--- config.mk ---
export PLATFORM = sky130hd
export DESIGN_NAME = autoneg_partner_ability_status
export DESIGN_NICKNAME = d
export VERILOG_FILES = /design/src/rtl/autoneg_pkg.sv /design/src/rtl/autoneg_partner_ability_status.sv /design/src/rtl/latch_high_flag.sv
export SDC_FILE = /design/constraint.sdc
export NUM_CORES = 1
export LEC_CHECK = 0
export BUFFER_PORTS_ARGS = -buffer_cell sky130_fd_sc_hd__buf_2
export CORE_ASPECT_RATIO = 2
export CORE_MARGIN = 3
export CORE_UTILIZATION = 57
export CTS_CLUSTER_SIZE = 12
export DETAILED_ROUTE_END_ITERATION = 7
export PLACE_DENSITY = 0.84
export SYNTH_ARGS = -nofsm -noshare
export SYNTH_HDL_FRONTEND = slang
export SYNTH_SLANG_ARGS = --single-unit
--- constraint.sdc ---
create_clock -name ref_clk -period 4.45 [get_ports ref_clk]
set_input_delay 0.2225 -clock ref_clk [delete_from_list [all_inputs] [get_ports ref_clk]]
set_output_delay 0.2225 -clock ref_clk [all_outputs]
set_load 0.01 [all_outputs]
--- src/rtl/autoneg_pkg.sv ---
package autoneg_pkg;

  // register map, word addresses on the management port
  localparam int        ADDR_W        = 5;
  localparam logic [4:0] ADV_OFS      = 5'h04;
  localparam logic [4:0] LP_BASE_OFS  = 5'h05;
  localparam logic [4:0] EXP_OFS      = 5'h06;
  localparam logic [4:0] LP_NEXT_OFS  = 5'h08;
  localparam logic [4:0] PORT_CFG_OFS = 5'h10;
  localparam logic [4:0] IRQ_STAT_OFS = 5'h11;
  localparam logic [4:0] IRQ_MASK_OFS = 5'h12;

  // code word fields (base page and advertisement share the layout)
  localparam int NP_BIT     = 15;
  localparam int ACK_BIT    = 14;
  localparam int RF_BIT     = 13;
  localparam int APAUSE_BIT = 11;
  localparam int PAUSE_BIT  = 10;
  localparam int T4_BIT     = 9;
  localparam int TXFD_BIT   = 8;
  localparam int TX_BIT     = 7;
  localparam int TFD_BIT    = 6;
  localparam int T_BIT      = 5;
  localparam int SEL_HI     = 4;

  // expansion register fields
  localparam int EXP_BASE_PAGE  = 5;
  localparam int EXP_PD_FAULT   = 4;
  localparam int EXP_LP_NP_ABLE = 3;
  localparam int EXP_NP_ABLE    = 2;
  localparam int EXP_PAGE_RX    = 1;
  localparam int EXP_LP_AN_ABLE = 0;

  // port configuration fields
  localparam int CFG_ALT_NP_BIT = 1;

  // interrupt status and mask fields
  localparam int IRQ_W         = 3;
  localparam int IRQ_PAGE_RX   = 0;
  localparam int IRQ_PD_FAULT  = 1;
  localparam int IRQ_BASE_PAGE = 2;

  // selector codes
  localparam logic [4:0] SEL_IEEE8023 = 5'h01;

  // reset values and write masks
  localparam logic [15:0]      ADV_RST     = {11'h000, SEL_IEEE8023};
  localparam logic [15:0]      ADV_WR_MASK = 16'hbfff;
  localparam logic [15:0]      LP_RST      = 16'h0000;
  localparam logic [15:0]      CFG_RST     = 16'h0000;
  localparam logic [15:0]      CFG_WR_MASK = 16'h0002;
  localparam logic [IRQ_W-1:0] MASK_RST    = 3'h0;

  // cycles the strap synchroniser needs before its output is trusted
  localparam logic [1:0] STRAP_SYNC_CYC = 2'h2;

  // received code word from the arbitration logic
  typedef struct packed {
    logic        valid;
    logic        next_page;
    logic [15:0] word;
  } rx_page_t;

  // arbitration variables, all levels except parallel_fault
  typedef struct packed {
    logic partner_an_able;
    logic parallel_fault;
    logic base_page;
    logic mr_page_rx;
    logic transmit_disable;
  } an_state_t;

  // configuration pins caught after reset
  typedef struct packed {
    logic       pause;
    logic [3:0] ability;
  } strap_t;

endpackage

--- src/rtl/autoneg_partner_ability_status.sv ---
`timescale 1ns/1ps
module autoneg_partner_ability_status
  import autoneg_pkg::*;
#(
  parameter int AW = autoneg_pkg::ADDR_W
) (
  // clock and reset
  input  wire logic                    ref_clk,
  input  wire logic                    nrst,
  // management register port
  input  wire logic [AW-1:0]           reg_addr,
  input  wire logic [15:0]             reg_wdata,
  input  wire logic                    reg_wr,
  input  wire logic                    reg_rd,
  output logic      [15:0]             reg_rdata,
  // from the arbitration logic, same clock
  input  wire autoneg_pkg::rx_page_t   rx_page,
  input  wire autoneg_pkg::an_state_t  an_state,
  // configuration pins, asynchronous
  input  wire autoneg_pkg::strap_t     strap,
  // to the arbitration logic
  output logic      [15:0]             adv_word,
  output logic                         alt_np_en,
  // interrupt
  output logic                         irq
);
  import autoneg_pkg::*;

  if (AW < ADDR_W) begin : g_bad_aw
    $error("address width too narrow for the register map");
  end

  // ---------------- strap capture ----------------

  strap_t     strap_meta;
  strap_t     strap_sync;
  logic [1:0] strap_cnt;
  logic       strap_done;

  // first stage feeds only the second stage
  always_ff @(posedge ref_clk or negedge nrst) begin
    if (!nrst) begin
      strap_meta <= '0;
      strap_sync <= '0;
    end else begin
      strap_meta <= strap;
      strap_sync <= strap_meta;
    end
  end

  // wait until the synchroniser holds pin values, then load once
  wire strap_load = !strap_done && (strap_cnt == STRAP_SYNC_CYC);

  always_ff @(posedge ref_clk or negedge nrst) begin
    if (!nrst) begin
      strap_cnt  <= 2'h0;
      strap_done <= 1'b0;
    end else if (!strap_done) begin
      strap_cnt  <= strap_cnt + 2'h1;
      strap_done <= strap_load;
    end
  end

  // ---------------- address decode ----------------

  wire hit_adv   = (reg_addr == AW'(ADV_OFS));
  wire hit_base  = (reg_addr == AW'(LP_BASE_OFS));
  wire hit_exp   = (reg_addr == AW'(EXP_OFS));
  wire hit_next  = (reg_addr == AW'(LP_NEXT_OFS));
  wire hit_cfg   = (reg_addr == AW'(PORT_CFG_OFS));
  wire hit_istat = (reg_addr == AW'(IRQ_STAT_OFS));
  wire hit_imask = (reg_addr == AW'(IRQ_MASK_OFS));

  wire wr_adv   = reg_wr && hit_adv;
  wire wr_cfg   = reg_wr && hit_cfg;
  wire wr_imask = reg_wr && hit_imask;
  wire rd_exp   = reg_rd && hit_exp;
  wire rd_istat = reg_rd && hit_istat;

  // ---------------- advertisement ----------------

  logic [15:0] adv;

  wire [15:0] adv_strap = {adv[15:11], strap_sync.pause, adv[9],
                           strap_sync.ability, adv[4:0]};
  wire [15:0] adv_wr    = (reg_wdata & ADV_WR_MASK) | (adv & ~ADV_WR_MASK);

  // pins win over a write landing in the same cycle, once only
  wire [15:0] next_adv = strap_load ? adv_strap :
                         wr_adv     ? adv_wr    : adv;

  always_ff @(posedge ref_clk or negedge nrst) begin
    if (!nrst) begin
      adv <= ADV_RST;
    end else begin
      adv <= next_adv;
    end
  end

  // ---------------- port configuration ----------------

  logic [15:0] cfg;

  always_ff @(posedge ref_clk or negedge nrst) begin
    if (!nrst) begin
      cfg <= CFG_RST;
    end else if (wr_cfg) begin
      cfg <= reg_wdata & CFG_WR_MASK;
    end
  end

  wire alt_np = cfg[CFG_ALT_NP_BIT];

  // ---------------- received pages ----------------

  logic [15:0] lp_base;
  logic [15:0] lp_next;

  wire load_base = rx_page.valid && !rx_page.next_page;
  wire load_next = rx_page.valid && rx_page.next_page;

  // base page keeps the code word in place, except bit 12, which is loaded as zero
  always_ff @(posedge ref_clk or negedge nrst) begin
    if (!nrst) begin
      lp_base <= LP_RST;
    end else if (load_base) begin
      lp_base[NP_BIT]            <= rx_page.word[NP_BIT];
      lp_base[ACK_BIT]           <= rx_page.word[ACK_BIT];
      lp_base[RF_BIT]            <= rx_page.word[RF_BIT];
      lp_base[12]                <= 1'b0;
      lp_base[APAUSE_BIT]        <= rx_page.word[APAUSE_BIT];
      lp_base[PAUSE_BIT]         <= rx_page.word[PAUSE_BIT];
      lp_base[T4_BIT:T_BIT]      <= rx_page.word[T4_BIT:T_BIT];
      lp_base[SEL_HI:0]          <= rx_page.word[SEL_HI:0];
    end
  end

  // next pages never disturb the base page
  always_ff @(posedge ref_clk or negedge nrst) begin
    if (!nrst) begin
      lp_next <= LP_RST;
    end else if (load_next) begin
      lp_next <= rx_page.word;
    end
  end

  // ---------------- expansion flags ----------------

  logic mr_page_rx_q;
  logic tx_dis_q;

  // edges of the arbitration variables, same clock so no synchroniser
  always_ff @(posedge ref_clk or negedge nrst) begin
    if (!nrst) begin
      mr_page_rx_q <= 1'b0;
      tx_dis_q     <= 1'b0;
    end else begin
      mr_page_rx_q <= an_state.mr_page_rx;
      tx_dis_q     <= an_state.transmit_disable;
    end
  end

  wire page_rx_fell = mr_page_rx_q && !an_state.mr_page_rx;
  wire tx_dis_rose  = !tx_dis_q && an_state.transmit_disable;

  wire set_base_page = alt_np && an_state.base_page;
  wire set_pd_fault  = an_state.parallel_fault;
  wire set_page_rx   = rx_page.valid;
  wire clr_page_rx   = rd_exp || (alt_np && (page_rx_fell || tx_dis_rose));

  logic base_page_flag;
  logic pd_fault_flag;
  logic page_rx_flag;

  // a held source re-sets the flag at once, so after a read it shows the live value
  latch_high_flag u_base_page (
    .ref_clk (ref_clk),
    .nrst    (nrst),
    .set     (set_base_page),
    .clr     (rd_exp),
    .q       (base_page_flag)
  );

  latch_high_flag u_pd_fault (
    .ref_clk (ref_clk),
    .nrst    (nrst),
    .set     (set_pd_fault),
    .clr     (rd_exp),
    .q       (pd_fault_flag)
  );

  latch_high_flag u_page_rx (
    .ref_clk (ref_clk),
    .nrst    (nrst),
    .set     (set_page_rx),
    .clr     (clr_page_rx),
    .q       (page_rx_flag)
  );

  logic lp_an_able;

  always_ff @(posedge ref_clk or negedge nrst) begin
    if (!nrst) begin
      lp_an_able <= 1'b0;
    end else begin
      lp_an_able <= an_state.partner_an_able;
    end
  end

  // the register is read-only, so writes at this address do nothing
  wire [15:0] exp_word = {10'h000,
                          base_page_flag,
                          pd_fault_flag,
                          lp_base[NP_BIT],
                          1'b1,
                          page_rx_flag,
                          lp_an_able};

  // ---------------- interrupts ----------------

  logic [IRQ_W-1:0] irq_stat;
  logic [IRQ_W-1:0] irq_mask;

  wire [IRQ_W-1:0] irq_evt = {set_base_page, set_pd_fault, set_page_rx};

  // set wins over the clear of a status read in the same cycle
  wire [IRQ_W-1:0] next_irq_stat = (irq_stat & ~{IRQ_W{rd_istat}}) | irq_evt;

  always_ff @(posedge ref_clk or negedge nrst) begin
    if (!nrst) begin
      irq_stat <= '0;
    end else begin
      irq_stat <= next_irq_stat;
    end
  end

  always_ff @(posedge ref_clk or negedge nrst) begin
    if (!nrst) begin
      irq_mask <= MASK_RST;
    end else if (wr_imask) begin
      irq_mask <= reg_wdata[IRQ_W-1:0];
    end
  end

  // registered output, so it follows the status by one cycle
  always_ff @(posedge ref_clk or negedge nrst) begin
    if (!nrst) begin
      irq <= 1'b0;
    end else begin
      irq <= |(irq_stat & irq_mask);
    end
  end

  // ---------------- read path ----------------

  // values are taken before the read-clear lands; unmapped reads return zero
  wire [15:0] rd_mux = hit_adv   ? adv                        :
                       hit_base  ? lp_base                    :
                       hit_exp   ? exp_word                   :
                       hit_next  ? lp_next                    :
                       hit_cfg   ? cfg                        :
                       hit_istat ? {13'h0000, irq_stat}       :
                       hit_imask ? {13'h0000, irq_mask}       :
                                   16'h0000;

  // data stands in the cycle after the strobe only
  always_ff @(posedge ref_clk or negedge nrst) begin
    if (!nrst) begin
      reg_rdata <= 16'h0000;
    end else if (reg_rd) begin
      reg_rdata <= rd_mux;
    end else begin
      reg_rdata <= 16'h0000;
    end
  end

  // ---------------- outputs to the arbitration logic ----------------

  always_ff @(posedge ref_clk or negedge nrst) begin
    if (!nrst) begin
      adv_word  <= ADV_RST;
      alt_np_en <= 1'b0;
    end else begin
      adv_word  <= next_adv;
      alt_np_en <= alt_np;
    end
  end

endmodule

--- src/rtl/latch_high_flag.sv ---
`timescale 1ns/1ps
module latch_high_flag (
  // clock and reset
  input  wire logic ref_clk,
  input  wire logic nrst,
  // condition that sets the flag
  input  wire logic set,
  // condition that clears the flag
  input  wire logic clr,
  // flag
  output logic      q
);

  // set wins over clear, so an event in the clearing cycle is kept
  always_ff @(posedge ref_clk or negedge nrst) begin
    if (!nrst) begin
      q <= 1'b0;
    end else if (set) begin
      q <= 1'b1;
    end else if (clr) begin
      q <= 1'b0;
    end
  end

endmodule

==> impl_results.md, run 1 <==
* Sequential fraction of design power at 0.504
* Hold Crit Endpoint: irq_stat[1]
* CP Class: reg -> reg
* First DRT Iteration DRCs at 220
* Reg2reg path depth at 5
* Critical Path Source Type: register
* Clk sink count at 90
* Core ar. at 6360 sq um
* Cell area after synthesis at 3760 sq um
* Area delta synth->final at 20.5%
* GRT overflow at 0
* Worst-margin pin slew at 0.797 ns
* Distinct cells, synth at 48
* First-pass GRT wire length at 13.4 mm
* Avg WL per Cell at 18.3 microns
* Die W at 63.5 microns
* CP max-delay cell: or2_1
* Design area at 4540 sq um
* Placed cell areas at 4170 sq um
* Hold path start: an_state[3]
* Final nets at 417
* Ys async rst share at 1.00
* Final clock skew at 0.00936 ns
* Count of final setup violators at 0
* TritonCTS clock tree: yes
* Initial Utilization at 0.592
* Worst path max stage delay at 0.71 ns
* Die H at 121 microns
* Main synth FF type: dfrtp_1
* Clk slew on worst S/H paths at 0.06 ns
* Cell area power density at 427 nW/um^2
* Min cycle time layout at 2.37 ns
* Clk buf depth at 2
* Status: finished, final reports clean
* Clock tree root buffer cell: clkbuf_16
* Sw Share at 0.255
* Fin crit share at 0.532
* Final ANT Viol Nets at 0
* Final HPWL DP at 5.86 mm
* Final hold vios at 0
* RSZ-0062 raised after global routing: false
* GRT Util Overall at 0.236
* Comb pwr share at 0.128
* Critical-path maximum fanout at 11
* Synth Warn # at 0
* Worst path cell trace: inv_1, ha_1, nor2b_1, or2_1, mux2_4
* Ports at 87
* Residual DRC at 0
* Worst EP required at 4.67 ns
* Routed vias/inst at 5.55
* Layout cells sized above 1 at 0.416
* Reg2reg start: strap_cnt[0]
* Final TNS setup at 0 ns
* RR Endpoint: adv_word[9]
* Rel. slew slack at 0.469
* Clock power frac at 0.368
* Synth Register Bits at 90
* Crit path capture type: register
* Worst hold path depth at 2
* Mapped Nets at 334
* Gates resized, CTS repair at 0
* Fin. max-slew vios at 0
* Clock H-tree levels at 3
* Vias in the first global route at 2696
* Worst-skew pair later-pin latency at 0.35 ns
* Max-capacitance violation count at 0
* Internal power at 1440 uW
* Worst path arrival time at 2.59 ns
* Largest net degree at the start of global routing at 67
* Net Sw Power at 494 uW
* R2R Setup Slk at 2.08 ns
* Mean Syn Cell Area at 13.4 sq um
* Leak Pwr at 0.00215 uW
* Final wirelength at 8.29 mm
* Hold Crit Class: in -> reg
* Pre-antenna DRT Iters at 5
* Port-buffer cells at 84
* Syn Inst Count at 280
* Register area share after synthesis at 0.599
* RD Place Congestion at 0.867
* Peak supply drop at 435 uV
* Cts bufs inserted at 9
* Total vias in the final route at 2521
* Post-synth EDFFs at 0
* Diode count at 0
* Max Fclk at 422 MHz
* Initial antenna violation count at 0
* Core Rows at 41
* Die Area at 7670 sq um
worst max-delay path by stage:
stage            startpoint      endpoint  slack (ns)  depth (start not counted)
2_1_floorplan  strap_cnt[0]  adv_word[11]        2.99                          6
3_3_place_gp   strap_cnt[0]  adv_word[13]        2.17                          5
3_5_place_dp   strap_cnt[0]   adv_word[2]        2.10                          5
4_1_cts        strap_cnt[0]   adv_word[9]        2.06                          5
5_1_grt        strap_cnt[0]  adv_word[13]        1.89                          5
6_report       strap_cnt[0]   adv_word[9]        2.08                          5
cell usage in the layout, fill, tap and decap left out, drive strengths merged, types with 2 or more instances in the layout:
cell and instances:
or2 2, inv 6, o31ai 3, o22ai 2
clkbuf 11, a22oi 2, dlygate4sd3 9, a21oi 6
a221oi 5, nor2b 12, nand3 4, clkinvlp 2
nand2 14, dfrtp 89, mux2i 5, nor2 14
nand2b 7, o21ai 8, a222oi 10, nor3 2
xnor2 2, buf 86, mux2 46, a22o 3
a21o 3, o21bai 2
final cells by class:
cell class / instances / area [sq um]
tap: 86 / 108
multi-input combinational: 163 / 1350
timing repair buffer: 95 / 528
clock inverter: 5 / 37.5
sequential: 90 / 2250
fill: 479 / 1820
inverter: 4 / 15.0
clock buffer: 11 / 243
cells in the mapped netlist (5+ instances only):
master | instances | share of area
buf_2 | 6 | 0.0080
a21oi_1 | 6 | 0.0080
nor2_1 | 11 | 0.011
nand2b_1 | 5 | 0.0083
a222oi_1 | 10 | 0.027
clkbuf_1 | 5 | 0.0050
o21ai_1 | 5 | 0.0066
mux2_4 | 10 | 0.040
dfrtp_1 | 89 | 0.59
mux2_2 | 32 | 0.096
nor2b_1 | 12 | 0.020
buf_4 | 11 | 0.022
a221oi_1 | 5 | 0.012
nand2_1 | 14 | 0.014
mux2i_1 | 5 | 0.013
routing by layer:
layer	track usage	up-vias	share of wire
li1	-	1164	-
met1	0.260	1269	0.38
met2	0.413	75	0.56
met3	0.0575	13	0.044
met4	0.127	0	0.023
met5	0	-	0
registers in the layout, summed over array words and instances, names as in the netlist, 2 cells and up:
register / count
reg_rdata: 16
adv_word: 15
strap_cnt: 2
irq_mask: 3
lp_base: 15
strap_meta: 5
irq_stat: 3
lp_next: 16
adv_strap: 5
through the flow:
step	worst slack, ns	hold slack, ns	total power (uW)	cells	util
floorplan	2.99	-0.0731	1140	280	-
detailed placement	2.10	0.140	1240	429	0.655
CTS	2.06	0.0785	1950	454	0.713
global placement	2.17	0.136	1220	429	0.655
global route	1.89	0.0873	2020	454	0.713
finish	2.08	0.0972	1940	454	0.713
timing repair:
item,4_1_cts,5_1_grt
buffers inserted,0,0
endpoints found under the hold margin,32,0
hold buffers,9,0
power groups by stage:
stage / registers [uW] / logic (uW) / clock network (uW)
after CTS: 977 / 252 / 721
after global placement: 986 / 236 / 0
after detailed placement: 991 / 245 / 0
after global routing: 989 / 272 / 758
final: 977 / 249 / 713
after floorplan: 979 / 160 / 0
worst max-delay path, delay by kind of cell, from the launching register on:
kind                     cells  cell delay, ns
multiplexers                 1            0.35
flip-flops                   1            0.39
buffers and inverters        1            0.06
AND/OR/NAND/NOR              2            1.26
adder cells (fa/ha/maj)      1            0.16
cells by family (layout without fill, tap and decap cells):
family | Yosys count | count (layout) | share of synthesized area
mux | 51 | 51 | 0.161
compound gates | 48 | 48 | 0.0961
buf+inv | 27 | 115 | 0.0419
fa+ha+maj | 1 | 1 | 0.00332
simple gates | 60 | 60 | 0.0934
xor+xnor | 2 | 2 | 0.00466
flops | 90 | 90 | 0.599
other cells | 1 | 1 | 0.000996
Power figures use the tool's default switching activity.
==> run 2: changes to the inputs <==
--- a/config.mk
+++ b/config.mk
@@ -5,13 +5,14 @@
 export SDC_FILE = /design/constraint.sdc
 export NUM_CORES = 1
 export LEC_CHECK = 0
+export ABC_AREA = 1
 export BUFFER_PORTS_ARGS = -buffer_cell sky130_fd_sc_hd__buf_2
 export CORE_ASPECT_RATIO = 2
 export CORE_MARGIN = 3
-export CORE_UTILIZATION = 57
+export CORE_UTILIZATION = 48
 export CTS_CLUSTER_SIZE = 12
 export DETAILED_ROUTE_END_ITERATION = 7
-export PLACE_DENSITY = 0.84
+export PLACE_DENSITY = 0.75
 export SYNTH_ARGS = -nofsm -noshare
 export SYNTH_HDL_FRONTEND = slang
 export SYNTH_SLANG_ARGS = --single-unit
==> constraint.sdc (replaced) <==
create_clock -name ref_clk -period 2.15 [get_ports ref_clk]
set_input_delay 0.1075 -clock ref_clk [delete_from_list [all_inputs] [get_ports ref_clk]]
set_output_delay 0.1075 -clock ref_clk [all_outputs]
set_load 0.01 [all_outputs]
==> run 2 against run 1 <==
Net effect: wire length increased by 7.6%; worst setup slack lost 1.6 ns; clock-buffer cell count down 2; register-to-register slack worse by 1.6 ns; cell area rose by 3.6%; global-route usage is 1.6 points lower; critical path depth rose by 4; first-iteration DRC count shrank 17%; synthesized cell count increased by 46%; die area grew 17%; sequential share of layout area fell by 1.7 points; critical path type unchanged; critical endpoint is now adv_word[10]; highest routed layer unchanged.
==> impl_results.md, run 2 <==
* Die W at 68.6 microns
* Total vias in the final route at 3085
* Area delta synth->final at 24.9%
* Clock tree root buffer cell: clkbuf_16
* Most common cell after layout, fill and taps aside: nand2_1
* Die Area at 9010 sq um
* Final ANT Viol Nets at 0
* Peak supply drop at 663 uV
* Layout cells sized above 1 at 0.251
* Post-synth EDFFs at 0
* Die H at 131 microns
* CP max-delay cell: dfrtp_1
* Cell area power density at 837 nW/um^2
* Vias in the first global route at 3111
* Synth top cells by count: nand2_1, dfrtp_1, o21ai_0, inv_1, buf_4
* Min cycle time layout at 1.70 ns
* Worst-margin pin slew at 0.625 ns
* Cts bufs inserted at 9
* RD Place Congestion at 0.887
* Synth Register Bits at 90
* Most frequent CP cell: inv_1
* Worst path arrival time at 1.93 ns
* Hold Crit Class: in -> reg
* Clk buf depth at 2
* Commonest cells after routing, fill and taps aside: nand2_1, dfrtp_1, buf_2
* Count of final setup violators at 0
* Syn Inst Count at 409
* Cell area after synthesis at 3760 sq um
* Top cell type's share of synthesized area at 0.592
* Post-synth top area cell: dfrtp_1
* Status: finished, final reports clean
* Routed vias/inst at 5.08
* Avg WL per Cell at 14.7 microns
* Crit path capture type: register
* Final clock skew at 0.00694 ns
* First-pass GRT wire length at 14.5 mm
* Largest net degree at the start of global routing at 50
* Rel. slew slack at 0.583
* Worst path max stage delay at 0.40 ns
* Diode count at 0
* Initial Utilization at 0.495
* Port-buffer cells at 84
* First DRT Iteration DRCs at 183
* Pre-antenna DRT Iters at 4
* Fin. max-slew vios at 0
* TritonCTS clock tree: yes
* CP Class: reg -> reg
* Final wirelength at 8.93 mm
* Clk sink count at 90
* Synth Warn # at 0
* Top flop regs: lp_next x16, reg_rdata x16
* Distinct cells, synth at 30
* Clock H-tree levels at 3
* Worst path cell trace: inv_1, ha_1, inv_1, nor2_1, inv_1, nand3_4, inv_2, nand2_1, nand3_1
* Final HPWL DP at 6.49 mm
* Final hold vios at 0
* Main synth FF type: dfrtp_1
* Clk slew on worst S/H paths at 0.06 ns
* Top cells by area, synth: dfrtp_1, nand2_1, o21ai_0
* Fin crit share at 0.792
* Critical Path Source Type: register
* Worst-skew pair later-pin latency at 0.35 ns
* Max-capacitance violation count at 0
* Core Rows at 45
* Final nets at 562
* Mapped Nets at 463
* Residual DRC at 0
* Ports at 87
* GRT overflow at 0
* Overall power at 3940 uW
* Final TNS setup at 0 ns
* Count leader, synth: nand2_1
* Max Fclk at 587 MHz
* Core ar. at 7600 sq um
* Worst EP required at 2.38 ns
* Critical-path maximum fanout at 14
* Initial antenna violation count at 0
* GRT Util Overall at 0.220
* Ys async rst share at 1.00
* Register area share after synthesis at 0.599
* RSZ-0062 raised after global routing: false
* Leak Pwr at 0.00244 uW
* Mean Syn Cell Area at 9.21 sq um
run 2: cell types whose count changed after synthesis, moves of 6 or more:
cell | previous run | this run
a31oi_1 | 0 | 9
nor2b_1 | 12 | 0
inv_2 | 0 | 8
nand2_1 | 14 | 123
buf_2 | 6 | 0
mux2_2 | 32 | 1
mux2_4 | 10 | 0
a222oi_1 | 10 | 0
inv_1 | 4 | 45
o21ai_0 | 3 | 51
run 2: final timing paths:
| check | end | cells after the start | slack (ns) | from |
|---|---|---|---|---|
| max | adv_word[10] | 9 | 0.45 | strap_cnt[0] |
| min | adv_word[0] | 3 | 0.01 | reg_wdata[0] |
| max reg2reg | adv_word[10] | 9 | 0.45 | strap_cnt[0] |
| min reg2reg | adv_strap[7] | 0 | 0.35 | strap_meta[2] |
| max in group asynchronous | adv_word[0] | 3 | 1.20 | nrst |
| min in group asynchronous | adv_strap[10] | 2 | 0.32 | nrst |
run 2: logic make-up after synthesis:
kind of cell / after synthesis / synth area share
XOR/XNOR: 1 / 0.00233
multiplexers: 1 / 0.00299
buffers and inverters: 75 / 0.0907
AND/OR/NAND/NOR: 159 / 0.187
adder cells (fa/ha/maj): 1 / 0.00332
flip-flops: 90 / 0.599
AO/OA/AOI/OAI: 81 / 0.114
other: 1 / 0.000996
run 2: repair_timing:
item | CTS | global route
hold buffers | 22 | 0
setup endpoints to repair | 0 | 0
hold endpoints to repair | 69 | 0
resized for setup | 0 | 0
setup buffers | 0 | 0
run 2: layout make-up:
class | instances | area, sq um
Clock buffer | 9 | 225
Sequential cell | 90 | 2250
Timing Repair Buffer | 110 | 686
Fill cell | 660 | 2900
Inverter | 53 | 199
Clock inverter | 7 | 51.3
Tap cell | 94 | 118
Multi-Input combinational cell | 244 | 1170
run 2: power by group:
part | internal (uW) | switching [uW]
logic | 204 | 280
clock network | 788 | 668
registers | 1880 | 120
run 2: metal layers:
layer	vias up	global-route usage	share of wire
li1	1478	-	-
met2	105	0.377	0.56
met5	-	0	0
met1	1478	0.240	0.36
met4	0	0.106	0.032
met3	24	0.0556	0.048
run 2: critical path, delay by kind of cell, from the launching register on:
kind / cells / cell delay (ns)
AND/OR/NAND/NOR: 4 / 0.64
adder cells (fa/ha/maj): 1 / 0.15
flip-flops: 1 / 0.40
buffers and inverters: 4 / 0.39
run 2: metrics by stage:
stage / cells / instance area, sq um / worst slack [ns] / hold slack (ns) / util
after floorplan: 409 / 3760 / 0.698 / -0.188 / -
after global placement: 569 / 4210 / 0.509 / 0.155 / 0.553
after detailed placement: 569 / 4210 / 0.473 / 0.166 / 0.553
after CTS: 607 / 4700 / 0.460 / 0.000660 / 0.619
after global routing: 607 / 4700 / 0.303 / 0.0178 / 0.619
final: 607 / 4700 / 0.446 / 0.0136 / 0.619
==> run 3: changes to the inputs <==
--- a/config.mk
+++ b/config.mk
@@ -9,10 +9,10 @@
 export BUFFER_PORTS_ARGS = -buffer_cell sky130_fd_sc_hd__buf_2
 export CORE_ASPECT_RATIO = 2
 export CORE_MARGIN = 3
-export CORE_UTILIZATION = 48
+export CORE_UTILIZATION = 53
 export CTS_CLUSTER_SIZE = 12
 export DETAILED_ROUTE_END_ITERATION = 7
-export PLACE_DENSITY = 0.75
+export PLACE_DENSITY = 0.79
 export SYNTH_ARGS = -nofsm -noshare
 export SYNTH_HDL_FRONTEND = slang
 export SYNTH_SLANG_ARGS = --single-unit
==> constraint.sdc (replaced) <==
create_clock -name ref_clk -period 1.6 [get_ports ref_clk]
set_input_delay 0.08 -clock ref_clk [delete_from_list [all_inputs] [get_ports ref_clk]]
set_output_delay 0.08 -clock ref_clk [all_outputs]
set_load 0.01 [all_outputs]
==> run 3 against run 2 <==
Net effect: via count is 1.0% higher; worst hold slack worse by 0.0059 ns; sequential share of layout area is 1.0 points lower; clock-buffer cell count is 3 higher; critical path type unchanged; largest power group unchanged.
==> impl_results.md, run 3 (same netlist as run 2, synthesis figures left out) <==
* Critical Path Source Type: register
* Worst-margin pin slew at 0.509 ns
* Overall power at 5770 uW
* Final TNS setup at 0 ns
* Cell area power density at 1200 nW/um^2
* Commonest cells after routing, fill and taps aside: nand2_1, dfrtp_1, buf_2
* Layout fillers at 500
* Max Fclk at 698 MHz
* Pre-antenna DRT Iters at 5
* Rel. slew slack at 0.660
* RR Endpoint: adv_word[12]
* First DRT Iteration DRCs at 151
* Worst-skew pair later-pin latency at 0.33 ns
* Multi-input combinational cell area at 1170 sq um
* Cts bufs inserted at 9
* Final hold vios at 0
* Peak supply drop at 962 uV
* Hold_buf cts at 24
* Die W at 65.6 microns
* Register area at 2250 sq um
* Diode count at 0
* Total vias in the final route at 3117
* Core Rows at 42
* Die H at 125 microns
* Avg WL per Cell at 14.6 microns
* Clk slew on worst S/H paths at 0.06 ns
* Reg2reg path depth at 9
* CP Class: reg -> reg
* Instance count on the critical path at 9
* GRT overflow at 0
* Leak Pwr at 0.00250 uW
* Worst path max stage delay at 0.37 ns
* Top flop regs: lp_next x16, reg_rdata x16
* Worst EP required at 1.87 ns
* GRT Util Overall at 0.236
* Hold Crit Class: in -> reg
* TritonCTS clock tree: yes
* Reg2reg start: strap_cnt[0]
* Area delta synth->final at 27.7%
* Final ANT Viol Nets at 0
* Most frequent CP cell: inv_1
* RD Place Congestion at 0.869
* Core ar. at 6780 sq um
* Cell family with most CP delay: buffers and inverters
* Final nets at 566
* Worst path cell trace: inv_1, ha_1, inv_1, nor2_1, inv_1, nand3_4, inv_2, nand2_1, nand2_1
* Postcts setup bufs at 0
* Design area at 4810 sq um
* Crit path capture type: register
* Die Area at 8210 sq um
* Final wirelength at 8.83 mm
* Critical-path maximum fanout at 12
* Ports at 87
* First-pass GRT wire length at 14.4 mm
* Clk sink count at 90
* Max-capacitance violation count at 0
* Routed vias/inst at 5.15
* R2R Setup Slk at 0.17 ns
* Port-buffer cells at 84
* Clk buf depth at 2
* Final clock skew at 0.00405 ns
* Status: finished, final reports clean
* Layout cells sized above 1 at 0.251
* Initial antenna violation count at 0
* Placed cell areas at 4210 sq um
* Hold slack final at 0.00768 ns
* Crit path to: adv_word[12]
* Worst path arrival time at 1.70 ns
* Gates resized, CTS repair at 0
* Initial Utilization at 0.555
* Min cycle time layout at 1.43 ns
* RSZ-0062 raised after global routing: false
* Clock tree root buffer cell: clkbuf_16
* Clock H-tree levels at 3
* Fin. max-slew vios at 0
* Largest net degree at the start of global routing at 70
* Count of final setup violators at 0
* Crit. Startpoint: strap_cnt[0]
* Vias in the first global route at 3235
* CP max-delay cell: dfrtp_1
* Fin crit share at 0.896
* CP bufs+invs at 4
* Final HPWL DP at 6.32 mm
* Most common cell after layout, fill and taps aside: nand2_1
* Residual DRC at 0
[run 3: layout make-up]
type                       instances  area share
clock inverter                     4      0.0203
inverter                          53      0.0414
clock buffer                      12      0.0534
multi-input combinational        244       0.243
sequential                        90       0.469
tap                               88      0.0229
timing repair buffer             114       0.150
[run 3: metrics by stage]
step | instances | util | worst slack [ns]
floorplan | 409 | - | 0.148
global placement | 565 | 0.621 | 0.265
detailed placement | 565 | 0.621 | 0.213
CTS | 605 | 0.709 | 0.169
global route | 605 | 0.709 | 0.0332
finish | 605 | 0.709 | 0.166
[run 3: worst register-to-register path: stages (launching register included)]
cell     delay, ns
dfrtp_1       0.37
inv_1         0.05
ha_1          0.21
inv_1         0.06
nor2_1        0.04
inv_1         0.11
nand3_4       0.13
inv_2         0.22
nand2_1       0.10
nand2_1       0.09
[run 3: routing by layer]
metal | vias up | track usage | routed length, microns
li1 | 1491 | - | -
met1 | 1460 | 0.236 | 3110
met2 | 124 | 0.412 | 4740
met3 | 42 | 0.0521 | 412
met4 | 0 | 0.166 | 564
met5 | - | 0 | 0
[run 3: worst min-delay path by stage]
stage / start / endpoint / cells past startpoint
after floorplan: nrst / adv_strap[10] / 0
after global placement: nrst / mr_page_rx_q / 1
after detailed placement: nrst / mr_page_rx_q / 1
after CTS: rx_page[17] / irq_stat[0] / 3
after global routing: rx_page[8] / lp_base[8] / 3
final: rx_page[17] / u_page_rx.q / 3
[run 3: report_power, final]
group / leakage [uW] / total (uW) / internal, uW / switching (uW)
sequential: 0.00110 / 2680 / 2520 / 161
combinational: 0.00123 / 660 / 277 / 383
clock: 0.000169 / 2420 / 1610 / 814
